<file path="config.mk">
export PLATFORM = sky130hd
export DESIGN_NAME = io_card_bus_config
export DESIGN_NICKNAME = d
export VERILOG_FILES = /design/src/pkg/io_card_pkg.sv /design/src/rtl/io_card_bus_config.sv
export SDC_FILE = /design/constraint.sdc
export NUM_CORES = 1
export LEC_CHECK = 0
export BUFFER_PORTS_ARGS = -buffer_cell sky130_fd_sc_hd__buf_2
export CAP_MARGIN = 15
export CORE_ASPECT_RATIO = 1.4
export CORE_UTILIZATION = 53
export DETAILED_ROUTE_END_ITERATION = 7
export HOLD_SLACK_MARGIN = 0.05
export PLACE_DENSITY_LB_ADDON = 0.05
export SYNTH_ARGS = -nofsm -noshare
export SYNTH_HDL_FRONTEND = slang
export SYNTH_SLANG_ARGS = --single-unit
</file>
<file path="constraint.sdc">
create_clock -name clock -period 4.6 [get_ports clock]
set_input_delay 1.15 -clock clock [delete_from_list [all_inputs] [get_ports clock]]
set_output_delay 1.15 -clock clock [all_outputs]
set_load 0.02 [all_outputs]
</file>
<file path="src/pkg/io_card_pkg.sv">
// Summary of operation
// - While clock_enable is high, the extended-map indicator is lit exactly while 64 Kbyte extended addressing is selected.
// - While clock_enable is high, the wide-path indicator is lit whenever the path width jumper selects a 16-bit data path.
// - While clock_enable is high, the narrow-path indicator is lit in 8-bit mode, so one path indicator is lit.
// - Each of the sixteen output indicators is lit exactly while its transistor conducts.
// - While clock_enable is high, each of the sixteen input indicators is lit exactly while its input contact is closed.
// - With the fetch-select jumper fitted the opcode-fetch signal takes part in decoding.
// - With the reset-link jumper fitted the bus reset reaches the reset logic, else it does not.
// - Mapping jumper removed gives 256-byte addressing, fitted gives 64 Kbyte addressing.
// - The bus data path is 8 or 16 bits wide as the path width jumper selects.
// - While clock_enable is high and bus reset is linked and asserted, all outputs are held disabled.
// - All outputs are disabled at every power-on, whether bus reset is linked or not.
// - The card occupies two consecutive bytes, or one word in 16-bit mode, at a chosen base.
// - Normal mode compares only the low switch bank; extended mode also compares the high bank.
package io_card_pkg;

  localparam logic       OFF_GROUP_A  = 1'h0;
  localparam logic       OFF_GROUP_B  = 1'h1;
  localparam int         LOW_CMP_LSB  = 1;
  localparam int         LOW_CMP_MSB  = 7;
  localparam int         HIGH_CMP_LSB = 8;
  localparam int         HIGH_CMP_MSB = 15;
  localparam logic [7:0] OUT_RESET    = 8'h00;
  localparam logic [7:0] IN_RESET     = 8'hFF;
  localparam logic [7:0] DATA_IDLE    = 8'h00;

  // Backplane signals sampled by the card, all driven by the bus master.
  typedef struct packed {
    logic [15:0] addr;
    logic        io_request_n;
    logic        opcode_fetch_cycle_n;
    logic        lower_byte_read_strobe_n;
    logic        lower_byte_write_strobe_n;
    logic        upper_byte_read_strobe_n;
    logic        upper_byte_write_strobe_n;
    logic        bus_reset_n;
  } bus_cycle_t;

  // A fitted jumper reads as one; path width one means position 2-3.
  typedef struct packed {
    logic fetch_select_jumper;
    logic reset_link_jumper;
    logic mapping_size_jumper;
    logic path_width_jumper;
  } jumper_cfg_t;

endpackage : io_card_pkg

</file>
<file path="src/rtl/io_card_bus_config.sv">
// Added by the designer: strobed register access and the placing of the registers.
`timescale 1ns/1ps
module io_card_bus_config (
  input  wire logic                     clock,
  input  wire logic                     reset_n,
  input  wire logic                     clock_enable,
  input  wire io_card_pkg::bus_cycle_t  bus,
  input  wire io_card_pkg::jumper_cfg_t jumpers,
  input  wire logic [7:0]               low_base_switches,
  input  wire logic [7:0]               high_base_switches,
  input  wire logic [15:0]              data_in,
  input  wire logic [7:0]               input_group_a,
  input  wire logic [7:0]               input_group_b,
  output logic [15:0]                   data_out,
  output logic [1:0]                    data_oe,
  output logic [7:0]                    output_group_a,
  output logic [7:0]                    output_group_b,
  output logic                          extended_map_indicator,
  output logic                          wide_path_indicator,
  output logic                          narrow_path_indicator,
  output logic [7:0]                    out_group_a_indicators,
  output logic [7:0]                    out_group_b_indicators,
  output logic [7:0]                    in_group_a_indicators,
  output logic [7:0]                    in_group_b_indicators
);

  ////////////////////////////////////////////////////////////////////////////////
  // Reset release and bus sampling.

  logic                   rst_meta_r;
  logic                   rst_sync_n_r;
  io_card_pkg::bus_cycle_t bus_r;
  logic                   lw_prev_r;
  logic                   uw_prev_r;

  always_ff @(posedge clock or negedge reset_n) begin
    if (!reset_n) begin
      rst_meta_r   <= 1'b0;
      rst_sync_n_r <= 1'b0;
    end else begin
      rst_meta_r   <= 1'b1;
      rst_sync_n_r <= rst_meta_r;
    end
  end

  // The card only samples the master's signals and never drives them.
  always_ff @(posedge clock or negedge rst_sync_n_r) begin
    if (!rst_sync_n_r) begin
      bus_r     <= '1;
      lw_prev_r <= 1'b1;
      uw_prev_r <= 1'b1;
    end else if (clock_enable) begin
      bus_r     <= bus;
      lw_prev_r <= bus_r.lower_byte_write_strobe_n;
      uw_prev_r <= bus_r.upper_byte_write_strobe_n;
    end
  end

  ////////////////////////////////////////////////////////////////////////////////
  // Address decode.

  logic cycle_ok;
  logic low_hit;
  logic high_hit;
  logic selected;
  logic wide;
  logic lw_fall;
  logic uw_fall;
  logic wr_a;
  logic wr_b;
  logic rd_low;
  logic rd_high;
  logic bus_reset_hit;

  always_comb begin
    // With the fetch-select jumper fitted, a request during an opcode fetch is an acknowledge cycle, not ours.
    cycle_ok = !bus_r.io_request_n &&
               (!jumpers.fetch_select_jumper || bus_r.opcode_fetch_cycle_n);
    // Switches read low when fitted, matching the address bit directly.
    low_hit  = bus_r.addr[io_card_pkg::LOW_CMP_MSB:io_card_pkg::LOW_CMP_LSB] ==
               low_base_switches[io_card_pkg::LOW_CMP_MSB:io_card_pkg::LOW_CMP_LSB];
    // High bank matters only with extended mapping.
    high_hit = !jumpers.mapping_size_jumper ||
               (bus_r.addr[io_card_pkg::HIGH_CMP_MSB:io_card_pkg::HIGH_CMP_LSB] ==
                high_base_switches);
    selected = cycle_ok && low_hit && high_hit;
    wide     = jumpers.path_width_jumper;
    lw_fall  = lw_prev_r && !bus_r.lower_byte_write_strobe_n;
    uw_fall  = uw_prev_r && !bus_r.upper_byte_write_strobe_n;
    // In 16-bit mode the word sits at the even address, upper strobe for group B.
    if (wide) begin
      wr_a    = selected && lw_fall && (bus_r.addr[0] == io_card_pkg::OFF_GROUP_A);
      wr_b    = selected && uw_fall && (bus_r.addr[0] == io_card_pkg::OFF_GROUP_A);
      rd_low  = selected && !bus_r.lower_byte_read_strobe_n &&
                (bus_r.addr[0] == io_card_pkg::OFF_GROUP_A);
      rd_high = selected && !bus_r.upper_byte_read_strobe_n &&
                (bus_r.addr[0] == io_card_pkg::OFF_GROUP_A);
    end else begin
      wr_a    = selected && lw_fall && (bus_r.addr[0] == io_card_pkg::OFF_GROUP_A);
      wr_b    = selected && lw_fall && (bus_r.addr[0] == io_card_pkg::OFF_GROUP_B);
      rd_low  = selected && !bus_r.lower_byte_read_strobe_n;
      rd_high = 1'b0;
    end
    // Bus reset only counts while the link jumper is fitted.
    bus_reset_hit = jumpers.reset_link_jumper && !bus_r.bus_reset_n;
  end

  ////////////////////////////////////////////////////////////////////////////////
  // Output transistors and their indicators.

  logic [7:0] out_a_nxt;
  logic [7:0] out_b_nxt;

  always_comb begin
    out_a_nxt = output_group_a;
    out_b_nxt = output_group_b;
    if (bus_reset_hit) begin
      out_a_nxt = io_card_pkg::OUT_RESET;
      out_b_nxt = io_card_pkg::OUT_RESET;
    end else begin
      if (wr_a) begin
        out_a_nxt = data_in[7:0];
      end
      if (wr_b) begin
        out_b_nxt = wide ? data_in[15:8] : data_in[7:0];
      end
    end
  end

  // Power-on always clears the outputs through the internal reset.
  always_ff @(posedge clock or negedge rst_sync_n_r) begin
    if (!rst_sync_n_r) begin
      output_group_a         <= io_card_pkg::OUT_RESET;
      output_group_b         <= io_card_pkg::OUT_RESET;
      out_group_a_indicators <= io_card_pkg::OUT_RESET;
      out_group_b_indicators <= io_card_pkg::OUT_RESET;
    end else if (clock_enable) begin
      output_group_a         <= out_a_nxt;
      output_group_b         <= out_b_nxt;
      out_group_a_indicators <= out_a_nxt;
      out_group_b_indicators <= out_b_nxt;
    end
  end

  ////////////////////////////////////////////////////////////////////////////////
  // Inputs, read data and configuration indicators.

  logic [7:0] in_a_r;
  logic [7:0] in_b_r;

  // An open contact reads one, a closed contact reads zero and lights its lamp.
  always_ff @(posedge clock or negedge rst_sync_n_r) begin
    if (!rst_sync_n_r) begin
      in_a_r                <= io_card_pkg::IN_RESET;
      in_b_r                <= io_card_pkg::IN_RESET;
      in_group_a_indicators <= ~io_card_pkg::IN_RESET;
      in_group_b_indicators <= ~io_card_pkg::IN_RESET;
    end else if (clock_enable) begin
      in_a_r                <= input_group_a;
      in_b_r                <= input_group_b;
      in_group_a_indicators <= ~input_group_a;
      in_group_b_indicators <= ~input_group_b;
    end
  end

  // The data bus is driven only during a read that hits our window.
  always_ff @(posedge clock or negedge rst_sync_n_r) begin
    if (!rst_sync_n_r) begin
      data_oe  <= 2'h0;
      data_out <= {io_card_pkg::DATA_IDLE, io_card_pkg::DATA_IDLE};
    end else if (clock_enable) begin
      data_oe       <= {rd_high, rd_low};
      data_out[7:0] <= !rd_low ? io_card_pkg::DATA_IDLE :
                       (!wide && bus_r.addr[0] == io_card_pkg::OFF_GROUP_B) ? in_b_r : in_a_r;
      data_out[15:8] <= rd_high ? in_b_r : io_card_pkg::DATA_IDLE;
    end
  end

  always_ff @(posedge clock or negedge rst_sync_n_r) begin
    if (!rst_sync_n_r) begin
      extended_map_indicator <= 1'b0;
      wide_path_indicator    <= 1'b0;
      narrow_path_indicator  <= 1'b0;
    end else if (clock_enable) begin
      extended_map_indicator <= jumpers.mapping_size_jumper;
      wide_path_indicator    <= jumpers.path_width_jumper;
      narrow_path_indicator  <= !jumpers.path_width_jumper;
    end
  end
endmodule : io_card_bus_config

</file>
==> results by group <==
Status
  – Status: complete, no violations

Finish
  – Multi-input gate area: 0.00138 mm^2
  – Fin area: 0.00498 mm^2
  – Final net count: 505
  – Layout cells sized above 1: 57.9%
  – Antenna diode count: 0
  – Flip-flop and latch area: 0.00246 mm^2
  – Area Overhead vs Synth: 23.6%
  – Non-Filler Instances: 529
  – # fillers: 605

Global routing
  – Grt ovf: 0
  – Total GRT Usage: 21.5%
  – Pin count of the biggest net entering global routing: 59
  – Initial antenna violation count: 0
  – First-pass GRT wire length: 12700 um
  – Vias in the first global route: 2705

Timing
  – Final period util: 61.9%
  – Hold Violations, Final: 0
  – RSZ-0062 raised after global routing: false
  – Layout Skew: 8.19 ps
  – Slew HR: 48.7%
  – Period minus WS final: 2850 ps
  – Fmax: 351 MHz
  – Final setup viols: 0
  – Worst-margin pin slew: 766 ps
  – Slew Viols, Final: 0
  – Sum Neg Setup Slack: 0 ps

Clock tree
  – Number of buffers added for setup after CTS: 0
  – TritonCTS clock tree: done
  – Hold buffer count at CTS: 0
  – CTS Sinks: 96
  – Number of gates resized after cts: 0
  – Max H-tree Level: 3
  – Longest Clk Path Bufs: 2
  – Clock transition at path regs: 90 ps
  – Clk_lat worst skew: 360 ps
  – CTS Buf Count: 9
  – Clock Tree Root: clkbuf_8

Setup path
  – Setup crit start kind: input port
  – Slowest CP cell: or4_1
  – Critical path capture point type: flop
  – Cell Chain, Critical Path: buf_2 -> nor2b_1 -> or4_1 -> nor4_4 -> o2111ai_1 -> o2bb2ai_1
  – Crit path kind: input port to flop
  – WP data required: 4870 ps
  – Worst r2r dst: out_group_b_indicators[3]
  – RR Startpoint: bus_r[5]
  – Critical Path End: out_group_b_indicators[3]
  – Slowest cell delay on critical path: 530 ps
  – Critical Path Source: jumpers[3]
  – R2R depth: 5
  – Reg2reg setup slack: 2180 ps
  – CP arrival: 3120 ps
  – Critical path peak fanout: 8

Synth
  – Post-Syn Instances: 298
  – Synth Area in XOR/XNOR: 3.26%
  – Post-Syn Nets: 376
  – Post-synthesis sequential area ratio: 60.9%
  – Synth Area in Compound Gates: 11.0%
  – Yosys cell types: 34
  – Mux cell area share after synthesis: 15.4%
  – Ys Warns: 0
  – Synth Area in Simple Gates: 4.44%
  – Mapped Area: 0.00403 mm^2
  – Adder-Cell Fraction of Synth Area: 0%
  – Synthesized flop and latch total: 96
  – Largest family of logic cells by synthesized area: multiplexers
  – Syn Area/Cell: 13.5 um^2

Placed design
  – Routability congestion estimate: 0.711
  – DP Area: 0.00473 mm^2
  – Placed cell count: 513
  – I/O Buffers: 145
  – HPWL Detailed: 5520 um

Floorplanning
  – Die area: 0.00796 mm^2
  – Die height: 105 um
  – Rows: 37
  – Initial core utilization: 54.7%
  – I/O pin count: 147
  – DIE WIDTH: 75.7 um
  – Core box area: 0.00736 mm^2

Detailed routing
  – Drt total wl: 7940 um
  – 1st-pass router iterations: 4
  – Vias/cell: 5.19
  – Drt first-iter violations: 164
  – ANT nets after route: 0
  – DRC: 0
  – Vias after detailed routing: 2745
  – DR WL/cell: 15.0 um

Flow run
  – Max-cap viol count: 0

Worst hold path
  – Worst min path class: flop to flop

Power and ir drop
  – Leak: 2.49 nW
  – Pwr/cell area: 369 mW/mm^2
  – Peak supply drop: 0.278 mV
## worst max-delay path: cells and delay by family
| family | cells | cell delay, ps |
|---|---|---|
| and+or+nand+nor | 3 | 1120 |
| AOI/OAI and AO/OA | 2 | 760 |
| buffers and inverters | 1 | 90 |
## stage by stage
step | worst slack [ps] | util [%] | hold WS (ps) | power, mW
after floorplan | 1800 | - | 331 | 1.10
after global placement | 1420 | 64.2 | 338 | 1.17
after detailed placement | 1370 | 64.2 | 341 | 1.18
after CTS | 1740 | 67.7 | 363 | 1.85
after global routing | 1600 | 67.7 | 384 | 1.92
final | 1750 | 67.7 | 361 | 1.84
## synth_stat cells
cell	instances	area share (%)
nor2_1	1	0.093
a41oi_2	1	0.40
or4_1	1	0.19
xor2_1	3	0.65
buf_4	16	3.0
nor3_1	1	0.12
buf_1	1	0.093
and3_1	1	0.16
a21o_1	1	0.19
dfrtp_1	55	34
o2bb2ai_1	16	3.5
a21oi_1	1	0.12
inv_1	4	0.37
a22o_1	16	3.5
o2111ai_1	1	0.22
nand4_1	4	0.62
o21ai_0	21	2.6
mux2i_1	16	4.0
nand2_1	19	1.8
nor2b_1	2	0.31
nor4_4	1	0.53
nand2b_1	2	0.31
and4_1	1	0.22
a31oi_1	1	0.16
buf_2	2	0.25
o21ai_1	1	0.12
conb_1	1	0.093
inv_2	1	0.093
xnor2_1	12	2.6
o211a_1	1	0.25
nand3_1	1	0.12
dfstp_2	41	27
clkbuf_1	11	1.0
mux2_2	41	11
## state kept, by name, indices dropped and copies added (netlist names)
| name | cells |
|---|---|
| bus_r | 23 |
| data_out | 16 |
| in_a_r | 8 |
| in_b_r | 8 |
| in_group_a_indicators | 8 |
| in_group_b_indicators | 8 |
| out_group_a_indicators | 8 |
| out_group_b_indicators | 8 |
| data_oe | 2 |
| extended_map_indicator | 1 |
| lw_prev_r | 1 |
| narrow_path_indicator | 1 |
| rst_meta_r | 1 |
| rst_sync_n_r | 1 |
| uw_prev_r | 1 |
| wide_path_indicator | 1 |
## layout by cell type (no fill, tap or decap), types with 2 or more instances in the layout
master	netlist	routed
dfrtp_1	55	54
mux2_2	41	41
dfstp_2	41	41
o21ai_0	21	21
clkbuf_8	0	11
nand2_1	19	19
a22o_1	16	16
mux2i_1	16	16
nor2b_1	2	2
nand4_1	4	4
buf_4	16	3
xor2_1	3	3
xnor2_1	12	12
inv_1	4	4
bufinv_16	0	3
o2bb2ai_1	16	16
buf_2	2	145
nand2b_1	2	2
## worst min path at each step
stage	startpoint	to	slack, ps	cells after the start
after floorplan	rst_meta_r	rst_sync_n_r	330	0
after global placement	rst_meta_r	rst_sync_n_r	340	0
after detailed placement	rst_meta_r	rst_sync_n_r	340	0
after CTS	rst_meta_r	rst_sync_n_r	360	0
after global routing	rst_meta_r	rst_sync_n_r	380	0
final	rst_meta_r	rst_sync_n_r	360	0
## logic make-up after synthesis
logic type	Yosys count
xor gates and xnor gates	15
and+or+nand+nor	34
DFF	96
other	1
buffers and inverters	35
muxes	57
AOI/OAI and AO/OA	60
## where the power goes
| part | switching (mW) | internal [mW] |
|---|---|---|
| combinational | 0.0985 | 0.0983 |
| clock | 0.285 | 0.390 |
| sequential | 0.0396 | 0.924 |
| total | 0.423 | 1.41 |
## layer usage
metal  track usage, %  share of wire, %  up-vias
met2             33.5                49       87
met3             3.86               4.7       14
li1                 -                 -     1304
met4             10.6               2.4        0
met5                0                 0        -
met1             28.3                44     1340
## layout make-up
cell class                 count  share of cell area [%]
inverter                       5                   0.377
clock buffer                  11                    3.04
sequential                    96                    49.3
clock inverter                 5                    2.06
multi-input combinational    167                    27.7
timing repair buffer         148                    15.0
tap                           97                    2.44
No activity file was read; power rests on OpenSTA's default activity.
